$ cat config.mk
export PLATFORM = sky130hd
export DESIGN_NAME = pixel_array_window_readout_flat
export DESIGN_NICKNAME = d
export VERILOG_FILES = /design/src/rtl/sensor_readout_pkg.sv /design/src/rtl/sensor_link_if.sv /design/src/rtl/pixel_array_window_readout.sv /design/src/flat_wrapper.sv
export SDC_FILE = /design/constraint.sdc
export NUM_CORES = 1
export LEC_CHECK = 0
export ABC_CLOCK_PERIOD_IN_PS = 10850
export BUFFER_PORTS_ARGS = -buffer_cell sky130_fd_sc_hd__buf_2
export CORE_MARGIN = 2
export CORE_UTILIZATION = 55
export DETAILED_ROUTE_END_ITERATION = 8
export GPL_TIMING_DRIVEN = 1
export PLACE_DENSITY = 0.74
export SLEW_MARGIN = 25
export SYNTH_ARGS = -nofsm -noshare
export SYNTH_HDL_FRONTEND = slang
export SYNTH_SLANG_ARGS = --single-unit
$ cat constraint.sdc
create_clock -name core_clk -period 10.85 [get_ports core_clk]
set_clock_uncertainty 0.05 [all_clocks]
set_input_delay 1.085 -clock core_clk [delete_from_list [all_inputs] [get_ports core_clk]]
set_output_delay 1.085 -clock core_clk [all_outputs]
set_load 0.01 [all_outputs]
$ cat src/rtl/sensor_readout_pkg.sv
// Shared constants, upload word layout and pixel code helpers for the
// window readout pair (sensor end and timing controller end).
// Assumes both ends run from one 125 MHz clock and reset together.
package sensor_readout_pkg;

    // ****************************************************************
    // Array geometry and word widths
    // ****************************************************************
    localparam int ARRAY_COLS = 2048;
    localparam int ARRAY_LINES = 2048;
    localparam int ADDR_W = 12;
    localparam int START_W = 10;
    localparam int OFFSET_W = 7;
    localparam int CODE_W = 10;

    // ****************************************************************
    // Serial upload word: average bit, offset, line start, column start
    // ****************************************************************
    localparam int UPLOAD_W = 28;
    localparam int UPL_X_LSB = 0;
    localparam int UPL_Y_LSB = 10;
    localparam int UPL_OFS_LSB = 20;
    localparam int UPL_AVG_BIT = 27;
    localparam logic [START_W-1:0] START_RST = 10'h000;
    localparam logic [OFFSET_W-1:0] OFFSET_RST = 7'h40;

    // ****************************************************************
    // Timing figures and derived cycle counts
    // ****************************************************************
    localparam int CORE_PERIOD_NS = 8;
    localparam logic [7:0] CORE_CLK_MHZ = 8'h7D;
    localparam logic [7:0] SINGLE_RATE_MHZ = 8'h42;
    localparam logic [7:0] DUAL_RATE_MHZ = 8'h21;
    localparam int FRAME_OVERHEAD_NS = 5000;
    localparam int ROW_OVERHEAD_NS = 200;
    // Least times, so the counts round up to whole cycles.
    localparam int FOT_CYCLES =
        (FRAME_OVERHEAD_NS + CORE_PERIOD_NS - 1) / CORE_PERIOD_NS;
    localparam int ROT_CYCLES =
        (ROW_OVERHEAD_NS + CORE_PERIOD_NS - 1) / CORE_PERIOD_NS;
    localparam int CONV_LATENCY = 2;

    // Code a converter produces for one pixel of the model scene.
    function automatic logic [CODE_W-1:0] pix_code(
        input logic [ADDR_W-1:0] line, input logic [ADDR_W-1:0] col);
        return line[CODE_W-1:0] ^ col[CODE_W-1:0];
    endfunction : pix_code

    // One sample, optionally the voltage average of two columns.
    function automatic logic [CODE_W-1:0] sample_code(
        input logic [ADDR_W-1:0] line, input logic [ADDR_W-1:0] col,
        input logic avg);
        logic [CODE_W:0] sum;
        sum = {1'b0, pix_code(line, col)}
            + {1'b0, pix_code(line, ADDR_W'(col + 12'h001))};
        return avg ? sum[CODE_W:1] : pix_code(line, col);
    endfunction : sample_code

endpackage : sensor_readout_pkg

$ cat src/rtl/sensor_link_if.sv
// Link between the sensor readout end and its timing controller.
// Assumes both ends share core_clk; every signal is a registered level.
`timescale 1ns/1ns
`default_nettype none
interface sensor_link_if;
    import sensor_readout_pkg::*;
    logic upl_data;
    logic upl_strobe;
    logic upl_load;
    logic sync_x;
    logic sync_y;
    logic pix_step;
    logic read_en;
    logic dual_mode;
    logic avg_req;
    logic [CODE_W-1:0] out_a;
    logic [CODE_W-1:0] out_b;
    logic out_bus;
    logic out_valid;
    logic [OFFSET_W-1:0] ref_offset;

    modport device (
        input upl_data, upl_strobe, upl_load, sync_x, sync_y,
        input pix_step, read_en, dual_mode, avg_req,
        output out_a, out_b, out_bus, out_valid, ref_offset
    );
    modport controller (
        output upl_data, upl_strobe, upl_load, sync_x, sync_y,
        output pix_step, read_en, dual_mode, avg_req,
        input out_a, out_b, out_bus, out_valid, ref_offset
    );
endinterface : sensor_link_if
`default_nettype wire

$ cat src/rtl/pixel_array_window_readout.sv
// Sensor end: serial settings, window scan registers, column sampling,
// the two converters with their pipeline and the output channels.
// Assumes the controller on the same clock drives every link input.
`timescale 1ns/1ns
`default_nettype none
module pixel_array_window_readout
    import sensor_readout_pkg::*;
(
    input wire logic core_clk,
    input wire logic nrst,
    sensor_link_if.device link,
    output logic [ADDR_W-1:0] cur_line,
    output logic [ADDR_W-1:0] cur_col,
    output logic frame_active
);

    // ****************************************************************
    // Settings store
    // ****************************************************************
    logic [UPLOAD_W-1:0] upl_shift;
    logic [UPLOAD_W-1:0] next_upl_shift;
    logic [START_W-1:0] x_start;
    logic [START_W-1:0] next_x_start;
    logic [START_W-1:0] y_start;
    logic [START_W-1:0] next_y_start;
    logic [OFFSET_W-1:0] offset_word;
    logic [OFFSET_W-1:0] next_offset_word;
    logic avg_bit;
    logic next_avg_bit;

    // Shift in MSB first; fields only change on the load pulse, so a
    // half-shifted word never disturbs a readout in progress.
    always_comb begin
        next_upl_shift = upl_shift;
        next_x_start = x_start;
        next_y_start = y_start;
        next_offset_word = offset_word;
        next_avg_bit = avg_bit;
        if (link.upl_strobe) begin
            next_upl_shift = {upl_shift[UPLOAD_W-2:0], link.upl_data};
        end
        if (link.upl_load) begin
            next_x_start = upl_shift[UPL_X_LSB +: START_W];
            next_y_start = upl_shift[UPL_Y_LSB +: START_W];
            next_offset_word = upl_shift[UPL_OFS_LSB +: OFFSET_W];
            next_avg_bit = upl_shift[UPL_AVG_BIT];
        end
    end

    // Settings are never cleared by a frame, only by reset.
    always_ff @(posedge core_clk or negedge nrst) begin
        if (!nrst) begin
            upl_shift <= '0;
            x_start <= START_RST;
            y_start <= START_RST;
            offset_word <= OFFSET_RST;
            avg_bit <= 1'b0;
        end else begin
            upl_shift <= next_upl_shift;
            x_start <= next_x_start;
            y_start <= next_y_start;
            offset_word <= next_offset_word;
            avg_bit <= next_avg_bit;
        end
    end

    // ****************************************************************
    // Scan registers
    // ****************************************************************
    // One column register and two line registers; the second line
    // register tracks the line whose storage nodes are being reset,
    // modelled here as the line just behind the read line.
    logic [ADDR_W-1:0] line_reg;
    logic [ADDR_W-1:0] next_line_reg;
    logic [ADDR_W-1:0] line_prev;
    logic [ADDR_W-1:0] next_line_prev;
    logic [ADDR_W-1:0] col_reg;
    logic [ADDR_W-1:0] next_col_reg;
    logic first_line;
    logic next_first_line;
    logic active;
    logic next_active;
    logic avg_on;
    logic take;
    logic [2:0] col_adv;

    // Averaging needs the pin and the uploaded bit together.
    assign avg_on = link.avg_req & avg_bit;

    // Columns consumed per converter clock for each mode.
    always_comb begin
        case ({link.dual_mode, avg_on})
            2'b00: col_adv = 3'h1;
            2'b01: col_adv = 3'h2;
            2'b10: col_adv = 3'h2;
            2'b11: col_adv = 3'h4;
            default: col_adv = 3'h1;
        endcase
    end

    // A sample is taken only inside the array; past the last column the
    // step still clocks the converters but carries no pixel.
    assign take = link.pix_step & link.read_en & active
        & (col_reg < ADDR_W'(ARRAY_COLS))
        & (line_reg < ADDR_W'(ARRAY_LINES));

    always_comb begin
        next_line_reg = line_reg;
        next_line_prev = line_prev;
        next_col_reg = col_reg;
        next_first_line = first_line;
        next_active = active;
        if (link.sync_y) begin
            // Start value counts pairs of lines.
            next_line_reg = {1'b0, y_start, 1'b0};
            next_line_prev = {1'b0, y_start, 1'b0};
            next_first_line = 1'b1;
            next_active = 1'b1;
        end else if (link.sync_x) begin
            next_col_reg = {1'b0, x_start, 1'b0};
            next_first_line = 1'b0;
            if (!first_line) begin
                // Progressive order: the next line follows directly.
                next_line_prev = line_reg;
                next_line_reg = ADDR_W'(line_reg + 12'h001);
            end
            if (line_reg >= ADDR_W'(ARRAY_LINES - 1) && !first_line) begin
                next_active = 1'b0;
            end
        end else if (take) begin
            next_col_reg = ADDR_W'(col_reg + {9'h000, col_adv});
        end
    end

    always_ff @(posedge core_clk or negedge nrst) begin
        if (!nrst) begin
            line_reg <= '0;
            line_prev <= '0;
            col_reg <= '0;
            first_line <= 1'b0;
            active <= 1'b0;
        end else begin
            line_reg <= next_line_reg;
            line_prev <= next_line_prev;
            col_reg <= next_col_reg;
            first_line <= next_first_line;
            active <= next_active;
        end
    end

    // ****************************************************************
    // Converters and output channels
    // ****************************************************************
    // Two stages advance on the converter clock, so a code taken on one
    // step leaves on the second step after it. Without further steps the
    // last samples stay inside; the controller must flush them.
    logic [CODE_W-1:0] s1_a;
    logic [CODE_W-1:0] s1_b;
    logic s1_bus;
    logic s1_v;
    logic [CODE_W-1:0] s2_a;
    logic [CODE_W-1:0] s2_b;
    logic s2_bus;
    logic s2_v;
    logic [CODE_W-1:0] next_s1_a;
    logic [CODE_W-1:0] next_s1_b;
    logic next_s1_bus;
    logic next_s1_v;
    logic [CODE_W-1:0] next_out_a;
    logic [CODE_W-1:0] next_out_b;
    logic next_out_bus;
    logic next_out_valid;

    always_comb begin
        next_s1_a = s1_a;
        next_s1_b = s1_b;
        next_s1_bus = s1_bus;
        next_s1_v = s1_v;
        next_out_a = link.out_a;
        next_out_b = link.out_b;
        next_out_bus = link.out_bus;
        next_out_valid = 1'b0;
        if (link.pix_step) begin
            next_s1_v = take;
            if (take) begin
                // Even converter on channel A, odd converter on B.
                next_s1_a = sample_code(line_reg, col_reg, avg_on);
                next_s1_b = sample_code(line_reg,
                    ADDR_W'(col_reg + (avg_on ? 12'h002 : 12'h001)),
                    avg_on);
                // Single channel: bus follows the column parity, or column bit 1 when averaging.
                next_s1_bus = avg_on ? col_reg[1] : col_reg[0];
            end
            next_out_a = s2_a;
            next_out_b = link.dual_mode ? s2_b : '0;
            next_out_bus = link.dual_mode ? 1'b0 : s2_bus;
            next_out_valid = s2_v;
        end
    end

    always_ff @(posedge core_clk or negedge nrst) begin
        if (!nrst) begin
            s1_a <= '0;
            s1_b <= '0;
            s1_bus <= 1'b0;
            s1_v <= 1'b0;
            s2_a <= '0;
            s2_b <= '0;
            s2_bus <= 1'b0;
            s2_v <= 1'b0;
            link.out_a <= '0;
            link.out_b <= '0;
            link.out_bus <= 1'b0;
            link.out_valid <= 1'b0;
        end else begin
            s1_a <= next_s1_a;
            s1_b <= next_s1_b;
            s1_bus <= next_s1_bus;
            s1_v <= next_s1_v;
            if (link.pix_step) begin
                s2_a <= s1_a;
                s2_b <= s1_b;
                s2_bus <= s1_bus;
                s2_v <= s1_v;
            end
            link.out_a <= next_out_a;
            link.out_b <= next_out_b;
            link.out_bus <= next_out_bus;
            link.out_valid <= next_out_valid;
        end
    end

    // ****************************************************************
    // Reference level and user-side status
    // ****************************************************************
    // The reference is steady; it moves only when a new word is loaded.
    always_ff @(posedge core_clk or negedge nrst) begin
        if (!nrst) begin
            link.ref_offset <= OFFSET_RST;
            cur_line <= '0;
            cur_col <= '0;
            frame_active <= 1'b0;
        end else begin
            link.ref_offset <= offset_word;
            cur_line <= line_reg;
            cur_col <= col_reg;
            frame_active <= active;
        end
    end

endmodule : pixel_array_window_readout
`default_nettype wire

$ cat src/flat_wrapper.sv
// flat-port wrapper written by rule: the top's interface ports become plain ports
module pixel_array_window_readout_flat import sensor_readout_pkg::*;
  (core_clk, nrst, cur_line, cur_col, frame_active, link_upl_data, link_upl_strobe, link_upl_load, link_sync_x, link_sync_y, link_pix_step, link_read_en, link_dual_mode, link_avg_req, link_out_a, link_out_b, link_out_bus, link_out_valid, link_ref_offset);
  sensor_link_if link_i ();
  input wire logic core_clk;
  input wire logic nrst;
  output logic [ADDR_W-1:0] cur_line;
  output logic [ADDR_W-1:0] cur_col;
  output logic frame_active;
  input wire logic [$bits(link_i.upl_data)-1:0] link_upl_data;
  input wire logic [$bits(link_i.upl_strobe)-1:0] link_upl_strobe;
  input wire logic [$bits(link_i.upl_load)-1:0] link_upl_load;
  input wire logic [$bits(link_i.sync_x)-1:0] link_sync_x;
  input wire logic [$bits(link_i.sync_y)-1:0] link_sync_y;
  input wire logic [$bits(link_i.pix_step)-1:0] link_pix_step;
  input wire logic [$bits(link_i.read_en)-1:0] link_read_en;
  input wire logic [$bits(link_i.dual_mode)-1:0] link_dual_mode;
  input wire logic [$bits(link_i.avg_req)-1:0] link_avg_req;
  output wire logic [$bits(link_i.out_a)-1:0] link_out_a;
  output wire logic [$bits(link_i.out_b)-1:0] link_out_b;
  output wire logic [$bits(link_i.out_bus)-1:0] link_out_bus;
  output wire logic [$bits(link_i.out_valid)-1:0] link_out_valid;
  output wire logic [$bits(link_i.ref_offset)-1:0] link_ref_offset;
  assign link_i.upl_data = link_upl_data;
  assign link_i.upl_strobe = link_upl_strobe;
  assign link_i.upl_load = link_upl_load;
  assign link_i.sync_x = link_sync_x;
  assign link_i.sync_y = link_sync_y;
  assign link_i.pix_step = link_pix_step;
  assign link_i.read_en = link_read_en;
  assign link_i.dual_mode = link_dual_mode;
  assign link_i.avg_req = link_avg_req;
  assign link_out_a = link_i.out_a;
  assign link_out_b = link_i.out_b;
  assign link_out_bus = link_i.out_bus;
  assign link_out_valid = link_i.out_valid;
  assign link_ref_offset = link_i.ref_offset;
  pixel_array_window_readout u_core (.core_clk(core_clk), .nrst(nrst), .link(link_i), .cur_line(cur_line), .cur_col(cur_col), .frame_active(frame_active));
endmodule
==> flow_summary_export.csv, run 1 <==
group,metric,value,unit
setup_path,critPathLaunchType,"input pin",
finish,final_cells,993,
clocking,cts_root_buf,"clkbuf_16",
synthesis,synthCells,741,
clocking,clk_path_buf_depth,2,
synthesis,yosys_warnings,0,
timing,fin_crit_sh,46.62,%
timing,slew_viol_final,0,
routing,vias,5634,
timing,finalHoldViolations,0,
global_routing,use_met1,29.27,%
finish,seqCellArea,0.004507,mm²
finish,post-route-cell-area,0.009474,mm²
floorplan,core,0.01509,mm²
synthesis,async_reset_ff_share,100.0,%
floorplan,die_x,127.9,µm
synthesis,synth_ff_type,"dfrtp_1",
clocking,clock_sinks,180,
clocking,post_cts_resize_count,0,
routing,drt_pass1_iterations,5,
routing,wire_per_inst,16.99,µm
setup_path,crit_arrival,5300,ps
synthesis,avgSynthCellArea,11.39,µm²
finish,nets,832,
timing,rsz0062_at_grt,"no",
timing,finalSetupTns,0,ps
setup_path,cp-end-kind,"register",
setup_path,required,11090,ps
floorplan,dieArea,0.01635,mm²
setup_path,slowest_delay,570,ps
setup_path,cp_cell_sequence,"buf_2 > and2_1 > inv_2 > ha_1 > ha_1 > a31oi_4 > nand2_1 > o32a_1 > o22a_1 > nor2_4 > xor2_1 > ha_1 > a21oi_1 > o21ai_0 > a21oi_1 > o21ai_0 > xor2_1 > mux2i_1 > o21ai_0",
global_routing,grt_pass1_vias,5661,
floorplan,io_pins,65,
job,timing.max_cap.violations,0,
synthesis,yosys.area.top_type,"dfrtp_1",
synthesis,synth_seq_cells,180,
synthesis,synth.distinct_cells,54,
global_routing,antenna_found_initial,0,
synthesis,netlist_area,0.008439,mm²
clocking,cts_buffers,17,
finish,layout-drive-gt1-share,24.84,%
clocking,insertion_delay,440,ps
timing,fin_hold_ws,322.9,ps
setup_path,critPathBufInv,2,
hold_path,worstHoldPathType,"register to register",
hold_path,holdCritStartpoint,"u_core.offset_word[6]",
timing,relSlewSlack,42.82,%
outcome,status,"finished, final reports clean",
routing,dr.first_iter.drc_count,403,
hold_path,min_to,"u_core.link.ref_offset[6]",
finish,n_fill_cell,1203,
global_routing,met2_usage,36.43,%
setup_path,crit_type,"input pin to register",
routing,drtAntennaViolNets,0,
global_routing,grt_usage,22.18,%
place,port_buffers,64,
finish,fin_util,62.79,%
routing,drc,0,
global_routing,grt_util_met3,5.467,%
routing,finalWirelength,16.87,mm
finish,diodes,0,
synthesis,synth_top_area_share,52.78,%
timing,worstMarginPinSlew,857.7,ps
synthesis,yosysSeqAreaShare,53.40,%
hold_path,whs_path_depth,0,
clocking,clk_pin_slew,70,ps
setup_path,critPathMaxFanout,28,
place,placed_cell_area,0.008882,mm²
place,dp.cells,961,
synthesis,synth-edff-count,0,
synthesis,synthTopCellsByArea,"dfrtp_1 (53%), mux2_2 (12%), ha_1 (3.9%), xnor2_1 (3.7%), o21ai_0 (3.2%)",
setup_path,ff2ff_setup_slack,6040,ps
finish,final_common_cell,"dfrtp_1",
global_routing,busiest_layer,"met2",
finish,multi_input_area,0.003669,mm²
finish,syn_to_final_growth,12.26,%
pwr,p_leak,4.302,nW
clocking,cts_tree,"done",
place,hpwl,11.70,mm
setup_path,reg2reg_from,"u_core.avg_bit",
pwr,vdd_drop_max,163.2,µV
finish,mostFrequentLayoutCells,"dfrtp_1 (178), mux2_2 (88), buf_2 (62), o21ai_0 (54), nand2_1 (47)",
clocking,holdBufCountCts,0,
clocking,cts_setup_buffers,0,
global_routing,grt_pass1_wl,28.74,mm
global_routing,grt_max_degree,111,
timing,fmax,197.7,MHz
setup_path,cpMaxStageDelayCell,"and2_1",
floorplan,die_h,127.9,µm
pwr,p_per_area,309.7,mW/mm²
place,place_congestion,0.9366,
floorplan,row_count,45,
timing,setup_viol,0,
global_routing,overflow,0,
finish,largest_register,"u_core.upl_shift",
setup_path,r2r-end,"u_core.s1_b[8]",
clocking,h-tree-depth,4,
floorplan,initial_utilization,55.93,%
setup_path,reg2regPathDepth,18,
setup_path,crit_family,"compound AO/OA/AOI/OAI gates",
timing,period_needed,5058,ps
routing,vias_per_cell,5.674,
finish,largest_reg_flops,28,
## worst reg2reg max path, cell delays in order, from the launching register on
cell	delay [ps]
dfrtp_1	490
and2_1	610
inv_2	390
ha_1	350
ha_1	220
a31oi_4	260
nand2_1	90
o32a_1	310
o22a_1	230
nor2_4	120
xor2_1	160
ha_1	310
a21oi_1	320
o21ai_0	130
a21oi_1	140
o21ai_0	110
xor2_1	160
mux2i_1	140
o21ai_0	90
## report_power, final
group	total [mW]	switching [mW]	internal (mW)
Clock	0.605	0.276	0.328
Combinational	1.21	0.648	0.567
Sequential	1.11	0.191	0.923
Total	2.93	1.12	1.82
## metal layers
layer / routed length (µm) / part of all wire [%]
met1: 7614 / 45
met4: 239 / 1.4
met3: 649 / 3.8
met2: 8364 / 50
met5: 0 / 0
## per-stage QoR
stage	power (mW)	setup WS [ps]
after floorplan	2.004	6270
after global placement	2.276	5512
after detailed placement	2.323	5367
after CTS	2.946	5814
after global routing	3.154	5468
final	2.934	5792
## area by class of cell
cell class	count	area share [%]
inverter	33	1.307
sequential	180	47.57
clock inverter	13	1.611
clock buffer	19	4.569
multi-input combinational	493	38.72
tap	188	2.483
timing repair buffer	67	3.737
## worst max path at each step
stage                       startpoint              to  cells past startpoint
final                     link_avg_req  u_core.s1_b[8]                     19
after global routing      link_avg_req  u_core.s1_b[8]                     19
after CTS                 link_avg_req  u_core.s1_b[8]                     19
after detailed placement  link_avg_req  u_core.s1_b[8]                     19
after global placement    link_avg_req  u_core.s1_b[8]                     19
after floorplan           link_avg_req  u_core.s1_b[8]                     20
## cell families (layout without fill, tap and decap cells)
family                   count (synthesis)  count (layout)  share of synthesized area [%]
XOR/XNOR                                67              67                          7.042
buffers and inverters                   69             132                          3.188
flip-flops                             180             180                          53.40
AND/OR/NAND/NOR                        160             160                          9.148
AO/OA/AOI/OAI                          143             143                          10.39
other                                    1               2                        0.04443
adder cells (fa/ha/maj)                 29              29                          4.566
multiplexers                            92              92                          12.22
## Yosys cell counts (4+ instances only)
library cell  count
inv_1            32
buf_2             8
nor2b_1           5
nor2_1           40
xnor2_1          36
and3_1            5
clkbuf_1         23
nand4_1           8
nor3_1            8
mux2i_1           4
and2_1            4
a21oi_1          39
buf_1             5
mux2_2           88
ha_1             26
a31oi_1           7
nand3_1          25
o21ai_0          54
xor2_1           30
dfrtp_1         178
o22ai_1           4
o21a_1            7
nand2b_1          4
nand2_1          47
a21o_1           12
(Power assumes the default switching activity.)
==> run 2: changes to the inputs <==
--- a/config.mk
+++ b/config.mk
@@ -5,13 +5,14 @@
 export SDC_FILE = /design/constraint.sdc
 export NUM_CORES = 1
 export LEC_CHECK = 0
-export ABC_CLOCK_PERIOD_IN_PS = 10850
+export ABC_AREA = 1
+export ABC_CLOCK_PERIOD_IN_PS = 4300
 export BUFFER_PORTS_ARGS = -buffer_cell sky130_fd_sc_hd__buf_2
 export CORE_MARGIN = 2
 export CORE_UTILIZATION = 55
 export DETAILED_ROUTE_END_ITERATION = 8
 export GPL_TIMING_DRIVEN = 1
-export PLACE_DENSITY = 0.74
+export PLACE_DENSITY = 0.77
 export SLEW_MARGIN = 25
 export SYNTH_ARGS = -nofsm -noshare
 export SYNTH_HDL_FRONTEND = slang
==> constraint.sdc (replaced) <==
create_clock -name core_clk -period 4.3 [get_ports core_clk]
set_clock_uncertainty 0.05 [all_clocks]
set_input_delay 0.43 -clock core_clk [delete_from_list [all_inputs] [get_ports core_clk]]
set_output_delay 0.43 -clock core_clk [all_outputs]
set_load 0.01 [all_outputs]
==> flow_summary_export.csv, run 2 <==
group,metric,value,unit
outcome,status,"finished, final reports clean",
timing,setup_ws,789.3,ps
synthesis,post-synth-top-count-cell,"nand2_1",
synthesis,synth_seq_cells,180,
setup_path,critPathBufInv,3,
hold_path,worstHoldPathType,"input pin to asynchronous set/reset pin",
global_routing,grt_usage,22.30,%
finish,n_fill_cell,1344,
timing,finalSetupTns,0,ps
clocking,clk_pin_slew,60,ps
routing,wire_per_inst,13.65,µm
clocking,insertion_delay,430,ps
floorplan,core,0.01571,mm²
finish,diodes,0,
global_routing,antenna_found_initial,1,
place,place_congestion,0.9406,
finish,post-route-cell-area,0.009787,mm²
setup_path,crit_arrival,3780,ps
setup_path,path_depth,18,
synthesis,synth-edff-count,0,
finish,mostFrequentLayoutCells,"nand2_1 (227), dfrtp_1 (178), inv_1 (118), o21ai_0 (94), nor2_1 (82)",
clocking,clock_sinks,180,
finish,syn_to_final_growth,12.21,%
global_routing,grt_util_met3,5.125,%
synthesis,synthCells,999,
routing,vias_per_cell,5.120,
finish,nets,1093,
synthesis,avgSynthCellArea,8.731,µm²
setup_path,crit_type,"register to register",
routing,drc,0,
routing,vias,6559,
global_routing,overflow,0,
floorplan,io_pins,65,
pwr,vdd_drop_max,428.4,µV
clocking,h-tree-depth,4,
setup_path,slowest_delay,420,ps
routing,finalWirelength,17.48,mm
global_routing,busiest_layer,"met2",
job,timing.max_cap.violations,0,
synthesis,async_reset_ff_share,100.0,%
synthesis,netlist_area,0.008722,mm²
finish,multi_input_area,0.003605,mm²
synthesis,synth_compound_area_share,11.59,%
synthesis,yosys.area.top_type,"dfrtp_1",
global_routing,grt_max_degree,104,
floorplan,row_count,46,
global_routing,met2_usage,35.05,%
synthesis,synthMuxAreaShare,0.1291,%
setup_path,reg2regPathDepth,18,
synthesis,synthTopCellsByArea,"dfrtp_1 (51%), nand2_1 (9.8%), o21ai_0 (5.4%), inv_1 (5.1%), ha_1 (3.7%)",
timing,fmax,284.8,MHz
setup_path,r2r-end,"u_core.s1_b[8]",
finish,fin_util,62.29,%
routing,drt_pass1_iterations,5,
clocking,holdBufCountCts,0,
setup_path,critPathMaxFanout,19,
place,post-place-ws,691.7,ps
clocking,post_cts_resize_count,0,
setup_path,cp-end-kind,"register",
timing,slew_viol_final,0,
synthesis,yosys_warnings,0,
routing,drtAntennaViolNets,0,
place,hpwl,12.42,mm
timing,worstMarginPinSlew,896.1,ps
place,placed_cell_area,0.009231,mm²
synthesis,synth_top_area_share,51.07,%
timing,finalHoldViolations,0,
pwr,p_leak,4.860,nW
setup_path,cpMaxStageDelayCell,"dfrtp_1",
timing,setup_viol,0,
routing,dr.first_iter.drc_count,308,
synthesis,ys_top_cells_by_count,"nand2_1 (227), dfrtp_1 (178), inv_1 (118), o21ai_0 (94), nor2_1 (82)",
synthesis,yosysSeqAreaShare,51.67,%
synthesis,synth_top_family_by_area,"simple AND/OR/NAND/NOR gates",
finish,final_common_cell,"nand2_1",
setup_path,required,4570,ps
synthesis,synth-simple-area-share,19.19,%
finish,largest_reg_flops,28,
clocking,cts_tree,"done",
clocking,cts_setup_buffers,0,
global_routing,grt_pass1_wl,29.81,mm
floorplan,initial_utilization,55.51,%
global_routing,grt_pass1_vias,6317,
setup_path,cp_cell_sequence,"nand2_2 > nand2_1 > nand2_1 > inv_1 > ha_1 > inv_1 > nand2_4 > xnor2_1 > xnor2_1 > inv_1 > ha_1 > a21oi_1 > o21ai_0 > nand3_1 > a21oi_1 > nor2_1 > nor2_1 > nor2_1",
pwr,p_per_area,582.2,mW/mm²
timing,relSlewSlack,40.26,%
setup_path,reg2reg_from,"u_core.avg_bit",
synthesis,synth_xor_area_share,5.910,%
finish,largest_register,"u_core.upl_shift",
timing,period_needed,3511,ps
global_routing,use_met1,30.17,%
clocking,clk_path_buf_depth,2,
floorplan,die_h,129.9,µm
finish,layout-drive-gt1-share,13.52,%
timing,rsz0062_at_grt,"no",
floorplan,die_x,129.9,µm
synthesis,synth.distinct_cells,45,
setup_path,crit_family,"simple AND/OR/NAND/NOR gates",
clocking,cts_buffers,17,
timing,fin_crit_sh,81.64,%
synthesis,synth_ff_type,"dfrtp_1",
clocking,cts_root_buf,"clkbuf_16",
floorplan,dieArea,0.01688,mm²
synthesis,synthAdderAreaFrac,4.418,%
setup_path,ff2ff_setup_slack,790,ps
place,port_buffers,64,
finish,seqCellArea,0.004507,mm²
setup_path,critPathLaunchType,"register",
run 2: cell types whose count changed in the layout (fill, tap and decap cells not counted), moves of 6 or more:
cell	previous run	this run
a21oi_1	39	56
nor2_1	40	82
mux2_2	88	1
o21a_1	7	0
nand3_1	25	39
nand2_1	47	227
nand2_2	0	9
o21ai_0	54	94
a21o_1	12	1
xor2_1	30	24
inv_1	32	118
xnor2_1	36	20
o211ai_1	0	7
run 2: final cells by class:
class | count | share of cell area, %
Inverter | 126 | 4.833
Clock inverter | 13 | 1.291
Clock buffer | 18 | 4.385
Timing Repair Buffer | 69 | 3.848
Multi-Input combinational cell | 659 | 36.83
Tap cell | 216 | 2.761
Sequential cell | 180 | 46.05
run 2: worst max-delay path by stage:
stage | from | to | slack, ps
2_1_floorplan | link_avg_req | u_core.s1_b[8] | 1160
6_report | u_core.avg_bit | u_core.s1_b[8] | 790
3_3_place_gp | link_avg_req | u_core.s1_b[8] | 840
3_5_place_dp | link_avg_req | u_core.s1_b[8] | 690
4_1_cts | u_core.avg_bit | u_core.s1_b[8] | 800
5_1_grt | u_core.avg_bit | u_core.s1_b[8] | 300
run 2: kinds of logic (layout without fill, tap and decap cells):
family / Yosys count / in the layout
AND/OR/NAND/NOR: 389 / 389
AO/OA/AOI/OAI: 186 / 186
flip-flops: 180 / 180
buffers and inverters: 161 / 226
XOR/XNOR: 52 / 52
adder cells (fa/ha/maj): 29 / 29
other: 1 / 2
multiplexers: 1 / 1
run 2: worst register-to-register path: stages, from the launching register on:
cell and delay [ps]:
dfrtp_1 420, nand2_2 330, nand2_1 180, nand2_1 90, inv_1 50, ha_1 180
inv_1 100, nand2_4 100, xnor2_1 330, xnor2_1 160, inv_1 60, ha_1 330
a21oi_1 120, o21ai_0 380, nand3_1 160, a21oi_1 160, nor2_1 60, nor2_1 100
nor2_1 40
run 2: through the flow:
stage               power, mW  std cells  hold slack [ps]
finish                  5.698       1281            47.05
global route            6.138       1281            136.3
CTS                     5.730       1281            94.73
detailed placement      4.245       1250            308.2
global placement        4.178       1250            305.3
floorplan               3.735       1000            84.41
run 2: power breakdown:
part	switching, mW	total [mW]	leakage [nW]	internal (mW)
logic	1.21	1.96	2.41	0.753
registers	0.234	2.27	2.19	2.04
clock network	0.661	1.46	0.259	0.804
total	2.10	5.70	4.86	3.59
run 2: metal layers:
| layer | share of wire [%] | up-vias |
|---|---|---|
| met5 | 0 | - |
| met4 | 2.5 | 0 |
| met3 | 3.9 | 27 |
| met2 | 47 | 120 |
| met1 | 46 | 3117 |
| li1 | - | 3295 |
